===== src/ram_pointer_defines.svh =====
// constants for the display memory write pointer block
// assumes inclusion by bare name from the package and design files
`ifndef RAM_POINTER_DEFINES_SVH
`define RAM_POINTER_DEFINES_SVH

`define COL_LAST        7'h65
`define COL_FIRST       7'h00
`define BANK_LAST       4'h8
`define BANK_ICON       4'hA
`define BANK_FIRST      4'h0
`define ROW_LAST        7'h43
`define ICON_ROW        7'h43
`define MIRROR_TOP_ROW  7'h3B
`define BANK_LAST_MIRROR_ROW 7'h02
`define NUM_COLS        102
`define NUM_ROWS        68
`define IF_SPI3         3'h0
`define IF_SPI4         3'h1
`define IF_PAR8080      3'h2
`define IF_PAR6800      3'h3
`define IF_I2C          3'h4
`define IF_SER3         3'h5
`define IF_I2CHS        3'h6
`define IF_SER3B        3'h7

`endif


===== src/ram_pointer_pkg.sv =====
// types for the display memory write pointer block
// assumes the defines header is on the include path
`include "ram_pointer_defines.svh"

package ram_pointer_pkg;

    typedef enum logic [2:0] {
        IF_SPI_3LINE = 3'h0,
        IF_SPI_4LINE = 3'h1,
        IF_PAR_8080  = 3'h2,
        IF_PAR_6800  = 3'h3,
        IF_I2C_STD   = 3'h4,
        IF_SERIAL_3  = 3'h5,
        IF_I2C_FAST  = 3'h6,
        IF_SERIAL_3B = 3'h7
    } host_if_t;

    typedef struct packed {
        logic [6:0] column;
        logic [3:0] bank;
        logic [6:0] outColumn;
        logic [6:0] outRow;
        logic [7:0] outData;
        logic       outWrite;
    } pointer_state_t;

    typedef struct packed {
        logic [6:0] rowPos;
        logic       frameTick;
    } scan_state_t;

endpackage

===== src/display_ram_address_counter.sv =====
// display memory write pointer with mirroring, bit order and icon bank
// assumes host interface logic delivers decoded byte strobes in this clock domain
`timescale 1ns/1ps
`include "ram_pointer_defines.svh"

module display_ram_address_counter
    import ram_pointer_pkg::*;
(
    // clock and reset
    input  wire logic       clock,
    input  wire logic       rst,
    // interface selection straps
    input  wire logic       interface_select_2,
    input  wire logic       interface_select_1,
    input  wire logic       interface_select_0,
    output host_if_t        hostInterface,
    // i2c acknowledge
    input  wire logic       i2c_data_in,
    input  wire logic       ackRequest,
    output logic            i2c_ack_out,
    output logic            i2c_ack_out_en,
    // host byte strobes
    input  wire logic       dataWrite,
    input  wire logic       commandWrite,
    input  wire logic [7:0] hostByte,
    input  wire logic       loadColumn,
    input  wire logic [6:0] columnValue,
    input  wire logic       loadBank,
    input  wire logic [3:0] bankValue,
    // configuration bits
    input  wire logic       verticalMode,
    input  wire logic       bitOrderLsbTop,
    input  wire logic       horizontal_mirror,
    input  wire logic       vertical_mirror,
    input  wire logic       displayAllOn,
    input  wire logic       displayInverse,
    // pointer and memory write port
    output logic [6:0]      ram_write_pointer_col,
    output logic [3:0]      ram_write_pointer_bank,
    output logic            pixelWrite,
    output logic [6:0]      pixelColumn,
    output logic [6:0]      pixelRowBase,
    output logic [7:0]      pixelData,
    // display side
    output logic [6:0]      scanRow,
    output logic            frameStart,
    output logic [1:0]      videoMode
);
    import ram_pointer_pkg::*;

    pointer_state_t state;
    pointer_state_t next_state;

    function automatic logic [7:0] reverse_byte(input logic [7:0] b);
        logic [7:0] r;
        r = 8'h00;
        for (int i = 0; i < 8; i++)
            r[i] = b[7 - i];
        return r;
    endfunction

    function automatic logic [6:0] mirror_column(input logic [6:0] c, input logic m);
        return m ? 7'(`COL_LAST - c) : c;
    endfunction

    // first row of a bank, flipped top-to-bottom under vertical mirror except the icon bank
    function automatic logic [6:0] bank_row(input logic [3:0] b, input logic m);
        logic [6:0] top;
        top = 7'({b, 3'h0});
        if (b == `BANK_ICON)
            return `ICON_ROW;
        // the three-row bank lands on the lowest slots when flipped
        if (m && b == `BANK_LAST)
            return `BANK_LAST_MIRROR_ROW;
        return m ? 7'(`MIRROR_TOP_ROW - top) : top;
    endfunction

    assign hostInterface = host_if_t'({interface_select_2, interface_select_1, interface_select_0});

    // acknowledge drives low on its own pad only in i2c modes
    always_comb
    begin
        i2c_ack_out    = 1'b0;
        i2c_ack_out_en = ackRequest && interface_select_2 && !interface_select_0;
    end

    always_comb
    begin
        next_state = state;
        next_state.outWrite = 1'b0;
        if (dataWrite && !commandWrite)
        begin
            next_state.outWrite  = 1'b1;
            next_state.outColumn = mirror_column(state.column, horizontal_mirror);
            next_state.outRow    = bank_row(state.bank, vertical_mirror);
            next_state.outData   = bitOrderLsbTop ? reverse_byte(hostByte) : hostByte;
            if (state.bank == `BANK_ICON)
            begin
                next_state.column = (state.column == `COL_LAST) ? `COL_FIRST : state.column + 7'h01;
            end
            else if (!verticalMode)
            begin
                if (state.column == `COL_LAST)
                begin
                    next_state.column = `COL_FIRST;
                    next_state.bank = (state.bank == `BANK_LAST) ? `BANK_FIRST : state.bank + 4'h1;
                end
                else
                    next_state.column = state.column + 7'h01;
            end
            else
            begin
                if (state.bank >= `BANK_LAST)
                begin
                    next_state.bank = `BANK_FIRST;
                    next_state.column = (state.column == `COL_LAST) ? `COL_FIRST : state.column + 7'h01;
                end
                else
                    next_state.bank = state.bank + 4'h1;
            end
        end
        if (loadColumn)
            next_state.column = columnValue;
        if (loadBank)
            next_state.bank = bankValue;
    end

    always_ff @(posedge clock or posedge rst)
    begin
        if (rst)
            state <= '0;
        else
            state <= next_state;
    end

    assign ram_write_pointer_col  = state.column;
    assign ram_write_pointer_bank = state.bank;
    assign pixelWrite   = state.outWrite;
    assign pixelColumn  = state.outColumn;
    assign pixelRowBase = state.outRow;
    assign pixelData    = state.outData;
    assign videoMode    = {displayAllOn, displayInverse};

    display_scan scanner (
        .clock      (clock),
        .rst        (rst),
        .scanRow    (scanRow),
        .frameStart (frameStart)
    );
endmodule // display_ram_address_counter


===== src/display_scan.sv =====
// free running display row scanner, independent of host writes
// assumes one clock and asynchronous active-high reset
`timescale 1ns/1ps
`include "ram_pointer_defines.svh"

module display_scan
    import ram_pointer_pkg::*;
(
    // clock and reset
    input  wire logic       clock,
    input  wire logic       rst,
    // scan outputs
    output logic [6:0]      scanRow,
    output logic            frameStart
);
    import ram_pointer_pkg::*;

    scan_state_t state;
    scan_state_t next_state;

    // walks all rows forever; nothing from the host bus reaches it
    always_comb
    begin
        next_state = state;
        next_state.frameTick = 1'b0;
        if (state.rowPos == `ROW_LAST)
        begin
            next_state.rowPos = 7'h00;
            next_state.frameTick = 1'b1;
        end
        else
        begin
            next_state.rowPos = state.rowPos + 7'h01;
        end
    end

    always_ff @(posedge clock or posedge rst)
    begin
        if (rst)
            state <= '0;
        else
            state <= next_state;
    end

    assign scanRow    = state.rowPos;
    assign frameStart = state.frameTick;
endmodule // display_scan


===== config.mk =====
export PLATFORM = sky130hd
export DESIGN_NAME = display_ram_address_counter
export DESIGN_NICKNAME = d
export VERILOG_FILES = /design/src/ram_pointer_pkg.sv /design/src/display_ram_address_counter.sv /design/src/display_scan.sv
export VERILOG_INCLUDE_DIRS = /design/src
export SDC_FILE = /design/constraint.sdc
export NUM_CORES = 1
export LEC_CHECK = 0
export ABC_AREA = 1
export CAP_MARGIN = 25
export CORE_MARGIN = 5
export CORE_UTILIZATION = 45
export DETAILED_ROUTE_END_ITERATION = 10
export DONT_BUFFER_PORTS = 1
export MAX_ROUTING_LAYER = met4
export PLACE_DENSITY_LB_ADDON = 0.25
export SLEW_MARGIN = 30
export SYNTH_ARGS = -nofsm -noshare
export SYNTH_HDL_FRONTEND = slang
export SYNTH_SLANG_ARGS = --single-unit

===== constraint.sdc =====
create_clock -name clock -period 1.7 [get_ports clock]
set_input_delay 0.085 -clock clock [delete_from_list [all_inputs] [get_ports clock]]
set_output_delay 0.085 -clock clock [all_outputs]
set_load 0.03 [all_outputs]

[Word-level counts from Yosys, hierarchy flattened]
Index checks and enable logic that the tools add are counted.
Storage, ports and cells
  flip-flop bits (word level): 42
  input port bits: 36
  output and inout bits: 49
  word-level logic and storage cells: 56
Cells by class
  $add $sub $neg: 5
  $lt $le $gt $ge: 1
  equality and inequality tests: 6
  muxes and demuxes: 25
  reduce and logical (&&, ||, !) cells: 11
Operators with widths (number)
  $mux 7: 11
  $mux 34: 1
  $mux 4: 5
  $add 7x1->7 const B: 2
  $eq 7x7->1 const B: 2
  $mux 11: 1
  $eq 4x4->1 const B: 2
  $mux 8: 1
  $sub 6x7->7 const A: 1
  $sub 7x7->7 const A: 1
  $mux 1: 6
  $add 4x1->4 const B: 1
  $ge 4x4->1 const B: 1
  $logic_and 1x1->1: 4
  $ne 4x2->1 const B: 1
  $reduce_bool 2->1: 2
  $reduce_and 3->1: 1
  $reduce_bool 3->1: 1
  $logic_not 1->1: 2
  $ne 2x2->1 const B: 1
  $reduce_and 2->1: 1

[Longest topological paths before layout]
Gate-level depths: netlist of the first run.
  depth after elaboration: 9
  gate-level depth with buffers: 10
  gate-level depth less buffers: 10

[Cells and area by module]
Synthesis of the first run repeated with hierarchy kept, for this count alone.
Unflattened totals
  cells, all modules: 309
  area, all modules: 2466.1 µm²
Modules (own cells, without submodules)
  display_ram_address_counter: times used 1, cells each 271, area each 2109.5 µm², seq. area each 825.8 µm²
  display_scan: times used 1, cells each 38, area each 356.6 µm², seq. area each 200.2 µm²

[Worst setup path after synthesis of the first run]
OpenSTA, ideal clock, no wires.
  path type: register to register
  start: register state, in the netlist ram_write_pointer_col[1]
  end: register state, in the netlist ram_write_pointer_col[6]
  library setup time: 0.066 ns
  arrival time: 1.376 ns
  required time: 1.634 ns
  path slack: 0.258 ns
  stages on the path, launching flop included: 10
  path buffers: 0
  cells stage by stage: dfrtp_1 inv_1 ha_1 nand2_1 nor2_1 nand2_1 nand2_1 nor2_2 nand3_1 nand2_1
Between the ends
  longest elaborated chain between the ends: 7
  elaborated cells on any way between the ends: 8
  those cells by class: add/sub: 1; eq/ne: 1; mux: 6
Ends and longest elaborated chain
  start: declaration: RTL line display_ram_address_counter.sv:51  | pointer_state_t state;
  start signal: assignment: RTL line display_ram_address_counter.sv:133  | state <= next_state;
  $add 7x1->7 / $eq 7x7->1 (equally long branches)
  $mux 7 *: RTL line display_ram_address_counter.sv:99, display_ram_address_counter.sv:103, display_ram_address_counter.sv:116
  $mux 7: RTL line display_ram_address_counter.sv:113  | if (state.bank >= `BANK_LAST)
  $mux 11: RTL line display_ram_address_counter.sv:101  | else if (!verticalMode)
  $mux 7 *: RTL line display_ram_address_counter.sv:97  | if (state.bank == `BANK_ICON)
  $mux 34 *: RTL line display_ram_address_counter.sv:91  | if (dataWrite && !commandWrite)
  $mux 7 *: RTL line display_ram_address_counter.sv:122  | if (loadColumn)
Mark *: on every way between the ends. The rest lies on a longest branch, timed or not. The select of a mux whose other input is x is not followed.
A chain may end at the register's enable or synchronous reset.

[Worst setup path in the final report of the first run]
  start: register state, in the netlist ram_write_pointer_col[2]
  end: register state, in the netlist pixelColumn[4]
Between the ends
  longest elaborated chain between the ends: 2
Ends and longest elaborated chain
  $sub 7x7->7 (no line)
  $mux 7: RTL line display_ram_address_counter.sv:63  | return m ? 7'(`COL_LAST - c) : c;
No other way between the ends.

==> results of run 1 <==
==> where the power goes <==
group | leakage, nW | internal [mW] | switching (mW) | total [mW]
combinational | 0.793 | 0.207 | 0.336 | 0.543
clock | 0.0395 | 0.292 | 0.317 | 0.609
sequential | 0.497 | 1.09 | 0.276 | 1.36
==> sequential cells by signal, summed over array words and instances, names as in the netlist <==
register,cells
scanner.scanRow,7
pixelData,8
scanner.frameStart,1
pixelColumn,7
pixelRowBase,6
pixelWrite,1
ram_write_pointer_col,7
ram_write_pointer_bank,4
==> repair_timing <==
action | CTS | global route
hold buffers | 21 | 0
endpoints found under the setup margin | 0 | 0
hold endpoints to repair | 67 | 0
==> cell type report <==
| class | count | area [um2] | area share [%] |
|---|---|---|---|
| clock buffer | 8 | 80.1 | 2.96 |
| inverter | 27 | 101 | 3.75 |
| multi-input combinational | 210 | 1070 | 39.6 |
| sequential | 41 | 1030 | 38.0 |
| tap | 70 | 87.6 | 3.24 |
| timing repair buffer | 38 | 338 | 12.5 |
==> per-layer routing <==
metal	share of wire [%]	GRT usage (%)	vias up
li1	-	-	982
met5	0	-	-
met1	46	21.0	892
met3	7.0	5.59	4
met2	46	28.6	49
met4	0.92	4.49	0
==> logic make-up (layout without fill, tap and decap cells) <==
group / Yosys count / in the layout / share of synthesized area, %
compound gates: 40 / 40 / 9.90
xor+xnor: 8 / 8 / 3.01
fa+ha+maj: 7 / 7 / 3.77
buf+inv: 45 / 73 / 10.1
flops: 41 / 41 / 44.1
other cells: 1 / 2 / 0.161
simple gates: 153 / 153 / 28.9
==> worst max-delay path, delay by kind of cell (launching register included) <==
family / cells / cell delay, ps
buf+inv: 1 / 550
flops: 1 / 490
simple gates: 3 / 270
compound gates: 1 / 160
==> layout by cell type (no fill, tap or decap), types with 2 or more instances in the layout <==
master and n:
a21oi_1 13, nand3_1 14, xnor2_1 2, nor2_2 2, clkbuf_8 5, xor2_1 6, inv_2 7, o21ai_0 13
nor3_1 2, dlygate4sd3_1 21, o21ai_1 2, nand2_1 94, nand2_2 3, dfrtp_1 41, nor2_1 28, o211ai_1 4
clkbuf_1 3, nand4_1 2, a22oi_1 5, ha_1 7, nor2_4 5, buf_4 17, conb_1 2, inv_1 20
==> metrics by stage <==
| stage | worst slack, ps | instance area, um2 | hold WS (ps) |
|---|---|---|---|
| global route | 26.3 | 2700 | 16.1 |
| CTS | 180 | 2700 | 0.0116 |
| finish | 179 | 2700 | 6.61 |
| floorplan | 258 | 2330 | 202 |
| detailed placement | 284 | 2410 | 26.8 |
| global placement | 288 | 2410 | 39.9 |
==> final timing paths <==
check                                          from            endpoint  depth (start not counted)
setup / recovery           ram_write_pointer_col[2]      pixelColumn[4]                          5
hold / removal                       bitOrderLsbTop        pixelData[7]                          3
setup reg to reg           ram_write_pointer_col[2]      pixelColumn[4]                          5
hold reg to reg                  scanner.scanRow[1]  scanner.scanRow[1]                          1
max in group asynchronous                       rst      pixelColumn[0]                          3
min in group asynchronous                       rst        pixelData[3]                          3
==> impl_metrics.yaml, run 1 <==
timing:
  slew_headroom_pct: 63.4
  slew_viol_final: 0
  finalHoldViolCount: 0
  max_freq_mhz: 657
  finalSetupTns_ps: 0
  period_needed_ps: 1520
  setup_viol: 0
  finalCritPeriodShare_pct: 89.5
  rsz0062_at_grt: "false"
  skew_ps: 4.97
  tightest_slew_ps: 548
clocking:
  ctsResizeCount: 0
  clock-sinks: 41
  cts_buffers: 5
  post_cts_buffers: 0
  cts-htree-levels: 2
  root_buffer: "clkbuf_8"
  clk_pin_slew_ps: 80
  clk_latency_ps: 280
  cts_tree: "built"
  clk_path_buf_depth: 2
die:
  die_y_um: 81.9
  rows: 26
  die-area_um2: 6710
  ios: 85
  die_w_um: 81.9
  start_util_pct: 45.8
  core_um2: 5070
logic_synthesis:
  synth.yosys.seq_area_share_pct: 44.1
  synth.distinct_cells: 29
  synth_edf_count: 0
  synth_top_cell_area_share_pct: 44.1
  ys_ff_latch: 41
  avgSynthCellArea_um2: 7.88
  yosys_warnings: 0
  async_flop_share_pct: 100
  netlist_top_cells_area: "dfrtp_1 (44%), nand2_1 (15%), nor2_1 (4.5%)"
  yosysMostFrequentCell: "nand2_1"
  syn_inst: 295
  synthFlopType: "dfrtp_1"
  syn_area_um2: 2330
  synth_top_area_cell: "dfrtp_1"
  yosys-top-cells-count: "nand2_1 (94), dfrtp_1 (41), nor2_1 (28)"
final_layout:
  drive_above_1_share_pct: 12.3
  final_nets: 366
  post-route-util_pct: 53.2
  final.fill_count: 504
  layoutNonFillerInstCount: 394
  syn_to_final_growth_pct: 16.1
  antenna_cells: 0
critical_path:
  end_kind: "register"
  cpMaxStageDelayCell: "dlygate4sd3_1"
  path_max_fanout: 8
  crit_required_ps: 1930
  critPathLaunchType: "register"
  path_common_cell: "nand2_1"
  crit_arrival_ps: 1750
  r2r_setup_slack_ps: 180
  path_cells: "nand2_1, nand2_1, nand3_1, a31oi_1, dlygate4sd3_1"
  critPathMaxStageDelay_ps: 550
  path_class: "register to register"
global_route:
  grt_first_pass_wirelength_um: 8850
  grt_usage_pct: 17.6
  antenna_found_initial: 0
  grt_pass1_vias: 1927
  grt_start_max_net_pins: 26
  overflow: 0
routing:
  first_pass_iters: 6
  via_per_inst: 4.89
  detail-route-antenna-nets: 0
  vias: 1927
  routed_wl_um: 5340
  drtIter0Drc: 33
  post-route-drc-count: 0
  wl_per_cell_um: 13.5
placed_design:
  gp_congestion: 0.881
  dp_hpwl_um: 3830
  place_inst: 365
  portBuffers: 0
status:
  status: "completed"
pwr:
  power_density_nw_per_um2: 931
  power_mw: 2.52
  leakage_nw: 1.33
  irDropWorstVdd_uv: 417
hold_path:
  hp-class: "primary input to register"
run:
  cap_violations: 0
Power figures use the tool's default switching activity.
==> run 2, diff against run 1 <==
--- a/config.mk
+++ b/config.mk
@@ -10,6 +10,7 @@
 export CAP_MARGIN = 25
 export CORE_MARGIN = 5
 export CORE_UTILIZATION = 45
+export CTS_CLUSTER_DIAMETER = 150
 export DETAILED_ROUTE_END_ITERATION = 10
 export DONT_BUFFER_PORTS = 1
 export MAX_ROUTING_LAYER = met4
==> constraint.sdc (replaced) <==
create_clock -name clock -period 1.8 [get_ports clock]
set_input_delay 0.09 -clock clock [delete_from_list [all_inputs] [get_ports clock]]
set_output_delay 0.09 -clock clock [all_outputs]
set_load 0.03 [all_outputs]
==> run 2 against run 1 <==
Clock-buffer cell count is 1 lower. Sequential share of layout area shrank 0.26 points. Final area is 0.69% higher. Critical path type unchanged.
==> impl_metrics.yaml, run 2 (same netlist as run 1, synthesis figures left out) <==
final_layout:
  syn_to_final_growth_pct: 16.9
  final.fill_count: 499
  mostFrequentLayoutCell: "nand2_1"
  post-route-util_pct: 53.6
  final_cell_mix: "nand2_1 (94), dfrtp_1 (41), nor2_1 (28)"
  largest_reg_flops: 8
  antenna_cells: 0
  final_nets: 367
  drive_above_1_share_pct: 12.3
critical_path:
  r2r-start: "ram_write_pointer_col[1]"
  critPathLaunchType: "register"
  reg2regPathDepth: 9
  cp-endpoint: "ram_write_pointer_col[4]"
  end_kind: "register"
  rr_endpoint: "ram_write_pointer_col[4]"
  crit_path_start: "ram_write_pointer_col[1]"
  path_cells: "buf_4, ha_1, nand2_1, nor2_1, nand2_1, nand2_1, nor2_1, nand2_1, nand2_1"
  crit_arrival_ps: 1590
  path_class: "register to register"
  cpMaxStageDelayCell: "dfrtp_1"
  r2r_setup_slack_ps: 390
  crit_required_ps: 1980
  path_common_cell: "nand2_1"
  path_max_fanout: 6
  critPathMaxStageDelay_ps: 350
timing:
  finalSetupTns_ps: 0
  finalHoldViolCount: 0
  rsz0062_at_grt: "false"
  slew_headroom_pct: 63.4
  setup_viol: 0
  period_needed_ps: 1410
  slew_viol_final: 0
  skew_ps: 3.66
  tightest_slew_ps: 548
  max_freq_mhz: 709
  finalCritPeriodShare_pct: 78.4
routing:
  wl_per_cell_um: 13.6
  first_pass_iters: 4
  routed_wl_um: 5370
  post-route-drc-count: 0
  drtIter0Drc: 29
  detail-route-antenna-nets: 0
  via_per_inst: 4.94
  vias: 1945
placed_design:
  gp_congestion: 0.826
  dp_hpwl_um: 3860
  portBuffers: 0
clocking:
  clk_pin_slew_ps: 80
  clk_latency_ps: 280
  cts-htree-levels: 2
  clock-sinks: 41
  post_cts_buffers: 0
  root_buffer: "clkbuf_8"
  cts_tree: "built"
  cts_buffers: 5
  clk_path_buf_depth: 2
die:
  core_um2: 5070
  die_y_um: 81.9
  die-area_um2: 6710
  start_util_pct: 45.8
  rows: 26
  ios: 85
  die_w_um: 81.9
status:
  status: "completed"
run:
  cap_violations: 0
pwr:
  power_mw: 2.41
  power_density_nw_per_um2: 887
  irDropWorstVdd_uv: 326
  leakage_nw: 1.33
global_route:
  grt_pass1_vias: 1913
  grt_first_pass_wirelength_um: 8760
  overflow: 0
  grt_usage_pct: 17.4
  antenna_found_initial: 0
  grt_start_max_net_pins: 28
hold_path:
  hp-class: "primary input to register"
==> run 2: final cells by class <==
cell class                      instances  area (um2)  area share [%]
Timing Repair Buffer                   39         350            12.9
Sequential cell                        41        1030            37.7
Multi-Input combinational cell        210        1070            39.3
Clock buffer                            7        86.3            3.17
Inverter                               27         101            3.73
Tap cell                               70        87.6            3.22
==> run 2: what timing repair did <==
item,CTS,global route
hold buffers,23,0
resized for setup,0,0
hold endpoints to repair,63,0
==> run 2: worst max-delay path, delay by kind of cell, from the launching register on <==
family | cells | cell delay [ps]
adder cells (fa/ha/maj) | 1 | 190
buffers and inverters | 1 | 200
flip-flops | 1 | 350
AND/OR/NAND/NOR | 7 | 560
==> run 2: through the flow <==
step,setup slack (ps),std cells,cell area (um2),hold slack (ps)
6_report,389,394,2720,6.04
5_1_grt,213,394,2720,5.71
4_1_cts,387,394,2720,1.06
3_5_place_dp,408,364,2400,29.4
3_3_place_gp,435,364,2400,32.1
2_1_floorplan,358,296,2330,207
==> run 2: where the power goes <==
part,internal [mW],switching (mW),total [mW]
registers,1.03,0.259,1.29
clock network,0.305,0.309,0.614
logic,0.195,0.318,0.514
==> run 2: per-layer routing <==
metal  vias to the layer above  part of all wire, %  track usage, %
met5                         -                    0               -
met4                         0                 0.60            3.99
met3                         4                  8.1            5.15
met2                        56                   47            28.9
met1                       902                   45            20.9
li1                        983                    -               -
==> run 2: how the worst min path moves through the flow <==
stage	slack [ps]	depth (start not counted)	end	start
3_5_place_dp	30	2	pixelData[7]	rst
2_1_floorplan	210	2	ram_write_pointer_col[3]	columnValue[3]
5_1_grt	6	3	pixelRowBase[3]	vertical_mirror
4_1_cts	1	2	pixelColumn[0]	horizontal_mirror
6_report	6	4	ram_write_pointer_bank[3]	bankValue[3]
3_3_place_gp	30	2	pixelData[7]	rst
==> run 3, diff against run 2 <==
--- a/config.mk
+++ b/config.mk
@@ -6,7 +6,7 @@
 export SDC_FILE = /design/constraint.sdc
 export NUM_CORES = 1
 export LEC_CHECK = 0
-export ABC_AREA = 1
+export ABC_AREA = 0
 export CAP_MARGIN = 25
 export CORE_MARGIN = 5
 export CORE_UTILIZATION = 45
==> constraint.sdc (replaced) <==
create_clock -name clock -period 1.15 [get_ports clock]
set_input_delay 0.0575 -clock clock [delete_from_list [all_inputs] [get_ports clock]]
set_output_delay 0.0575 -clock clock [all_outputs]
set_load 0.03 [all_outputs]
==> run 3 against run 2 <==
The run now ends with negative setup slack left. Die area fell by 3.1%. Via count grew 2.3%. Clock power rose by 97%. Clock skew up 1.6 ps. Final cell count down 3.8%. Largest power group unchanged. Critical path depth shrank 1. Critical endpoint is now ram_write_pointer_col[2]. Final area grew 26%. Sequential cell count unchanged. Wire length grew 13%. Sequential share of layout area shrank 7.4 points. Critical path type unchanged. Total power grew 83%.
==> impl_metrics.yaml, run 3 <==
critical_path:
  crit_arrival_ps: 1710
  path_max_fanout: 3
  crit_buf_inv: 3
  crit_path_start: "ram_write_pointer_col[1]"
  critPathTopFamily: "flip-flops"
  path_common_cell: "buf_4"
  r2r_setup_slack_ps: -370
  critical_path_depth: 8
  reg2regPathDepth: 8
  end_kind: "register"
  critPathMaxStageDelay_ps: 410
  cpMaxStageDelayCell: "dfrtp_2"
  crit_required_ps: 1330
  r2r-start: "ram_write_pointer_col[1]"
  critPathLaunchType: "register"
  path_class: "register to register"
  path_cells: "buf_4, buf_6, ha_4, buf_4, nand2b_1, o31ai_2, a32oi_1, o21ai_1"
  rr_endpoint: "ram_write_pointer_col[2]"
  cp-endpoint: "ram_write_pointer_col[2]"
logic_synthesis:
  syn_inst: 227
  synth_top_area_cell: "dfrtp_1"
  netlist_top_cells_area: "dfrtp_1 (46%), mux2i_1 (5.4%), nand2_1 (5.4%)"
  synth_top_cell_area_share_pct: 45.7
  syn_area_um2: 2240
  yosys.area_share.simple_pct: 18.3
  synth-compound-area-share_pct: 15.9
  synthAdderAreaFrac_pct: 3.90
  synthFlopType: "dfrtp_1"
  yosysMostFrequentCell: "dfrtp_1"
  synth_xor_area_share_pct: 3.90
  synth.distinct_cells: 51
  yosys_warnings: 0
  synthMuxAreaShare_pct: 5.85
  synth_top_family_by_area: "simple AND/OR/NAND/NOR gates"
  ys_ff_latch: 41
  synth.yosys.seq_area_share_pct: 45.7
  async_flop_share_pct: 100
  avgSynthCellArea_um2: 9.89
  synth_edf_count: 0
  yosys-top-cells-count: "dfrtp_1 (41), nand2_1 (32), o21ai_0 (22)"
final_layout:
  mostFrequentLayoutCell: "buf_4"
  final.fill_count: 360
  largest_reg_flops: 8
  drive_above_1_share_pct: 41.0
  final_nets: 354
  post-route-util_pct: 71.8
  stdcell_area_um2: 3440
  antenna_cells: 0
  syn_to_final_growth_pct: 53.1
  final_cell_mix: "buf_4 (55), nand2_1 (31), dfrtp_1 (29)"
global_route:
  grt_usage_pct: 20.3
  grt_pass1_vias: 2052
  overflow: 0
  grt_first_pass_wirelength_um: 9860
  grt_start_max_net_pins: 42
  antenna_found_initial: 0
pwr:
  p_sw_share_pct: 33.6
  irDropWorstVdd_uv: 582
  power_density_nw_per_um2: 1280
  p_int_mw: 2.93
  seqPwrFrac_pct: 41.6
  p_comb_share_pct: 30.9
  p_clk_share_pct: 27.6
  switchingPower_mw: 1.48
  leakage_nw: 1.52
timing:
  finalHoldViolCount: 0
  slew_viol_final: 0
  setup_viol: 26
  slew_headroom_pct: 63.0
  layout_setup_ws_ps: -375
  finalSetupTns_ps: -5890
  max_freq_mhz: 656
  skew_ps: 5.29
  tightest_slew_ps: 553
  rsz0062_at_grt: "true"
  period_needed_ps: 1520
  finalCritPeriodShare_pct: 133
run:
  cap_violations: 0
routing:
  routed_wl_um: 6080
  vias: 1989
  via_per_inst: 5.25
  drtIter0Drc: 111
  detail-route-antenna-nets: 0
  post-route-drc-count: 0
  first_pass_iters: 4
  wl_per_cell_um: 16.0
die:
  core_um2: 4790
  die_y_um: 80.6
  rows: 25
  die_w_um: 80.6
  die-area_um2: 6500
  ios: 85
  start_util_pct: 46.9
clocking:
  root_buffer: "clkbuf_8"
  cts_buffers: 5
  clk_pin_slew_ps: 80
  clock-sinks: 41
  clk_latency_ps: 300
  clk_path_buf_depth: 2
  cts-htree-levels: 2
  cts_tree: "built"
status:
  violations: "negative setup slack"
  status: "complete, but fails checks"
hold_path:
  hp-class: "primary input to register"
  holdPathStages: 3
placed_design:
  gp_congestion: 0.882
  place_area_um2: 2850
  portBuffers: 0
  dp_hpwl_um: 4170
run 3: cell count changes after synthesis, sizes merged, moves of 5 or more:
cell / previous run / this run
nand2: 97 / 33
buf: 18 / 12
a22oi: 5 / 0
mux2i: 0 / 12
nand2b: 0 / 5
inv: 27 / 6
nor2: 36 / 10
nand3: 14 / 7
clkbuf: 0 / 5
a21oi: 13 / 8
o21ai: 15 / 22
run 3: how the worst min path moves through the flow:
stage,from,end
floorplan,loadColumn,ram_write_pointer_col[0]
global placement,rst,scanner.frameStart
detailed placement,rst,scanner.scanRow[3]
CTS,vertical_mirror,pixelRowBase[1]
global route,vertical_mirror,pixelRowBase[4]
finish,horizontal_mirror,pixelColumn[3]
run 3: layout make-up:
class | instances | area [um2] | share of cell area (%)
Timing Repair Buffer | 93 | 818 | 23.8
Inverter | 7 | 38.8 | 1.13
Multi-Input combinational cell | 163 | 1330 | 38.8
Clock inverter | 2 | 37.5 | 1.09
Sequential cell | 41 | 1040 | 30.3
Tap cell | 67 | 83.8 | 2.44
Clock buffer | 6 | 82.6 | 2.40
run 3: kinds of logic (layout without fill, tap and decap cells):
kind of cell             after synthesis  after routing
AO/OA/AOI/OAI                         54             54
XOR/XNOR                              10             10
adder cells (fa/ha/maj)                7              7
buffers and inverters                 24            108
flip-flops                            41             41
multiplexers                          13             13
other                                  1              2
AND/OR/NAND/NOR                       77             77
run 3: what timing repair did:
item | in CTS | in global routing
hold buffers | 24 | 1
resized for setup | 15 | 20
pin swaps | 4 | 14
endpoints found under the hold margin | 64 | 4
setup buffers | 2 | 8
endpoints found under the setup margin | 27 | 29
run 3: layer usage:
layer	track usage, %	up-vias	part of all wire (%)	routed length [um]
met5	-	-	0	0
met4	8.95	0	1.7	101
met3	4.15	10	7.2	437
met2	34.4	63	52	3140
met1	23.3	948	39	2400
li1	-	968	-	-
run 3: through the flow:
stage | power [mW] | std cells | hold slack [ps] | setup slack [ps]
global route | 4.65 | 379 | 20.7 | -449
finish | 4.41 | 379 | 7.37 | -375
CTS | 4.36 | 371 | -120 | -319
global placement | 2.99 | 337 | 29.3 | -331
floorplan | 2.64 | 228 | 147 | -378
detailed placement | 3.02 | 337 | 34.2 | -295
run 3: power by group through the flow:
stage                     sequential, mW  clock (mW)  combinational, mW
after floorplan                     2.10           0              0.540
after global routing                1.86        1.32               1.47
after global placement              1.85           0               1.14
after detailed placement            1.86           0               1.16
final                               1.83        1.21               1.36
after CTS                           1.84        1.24               1.28
run 3: worst reg2reg max path, delay by kind of cell (launching register included):
family	cells	cell delay (ps)
flip-flops	1	410
buffers and inverters	3	390
AO/OA/AOI/OAI	3	370
adder cells (fa/ha/maj)	1	160
AND/OR/NAND/NOR	1	80
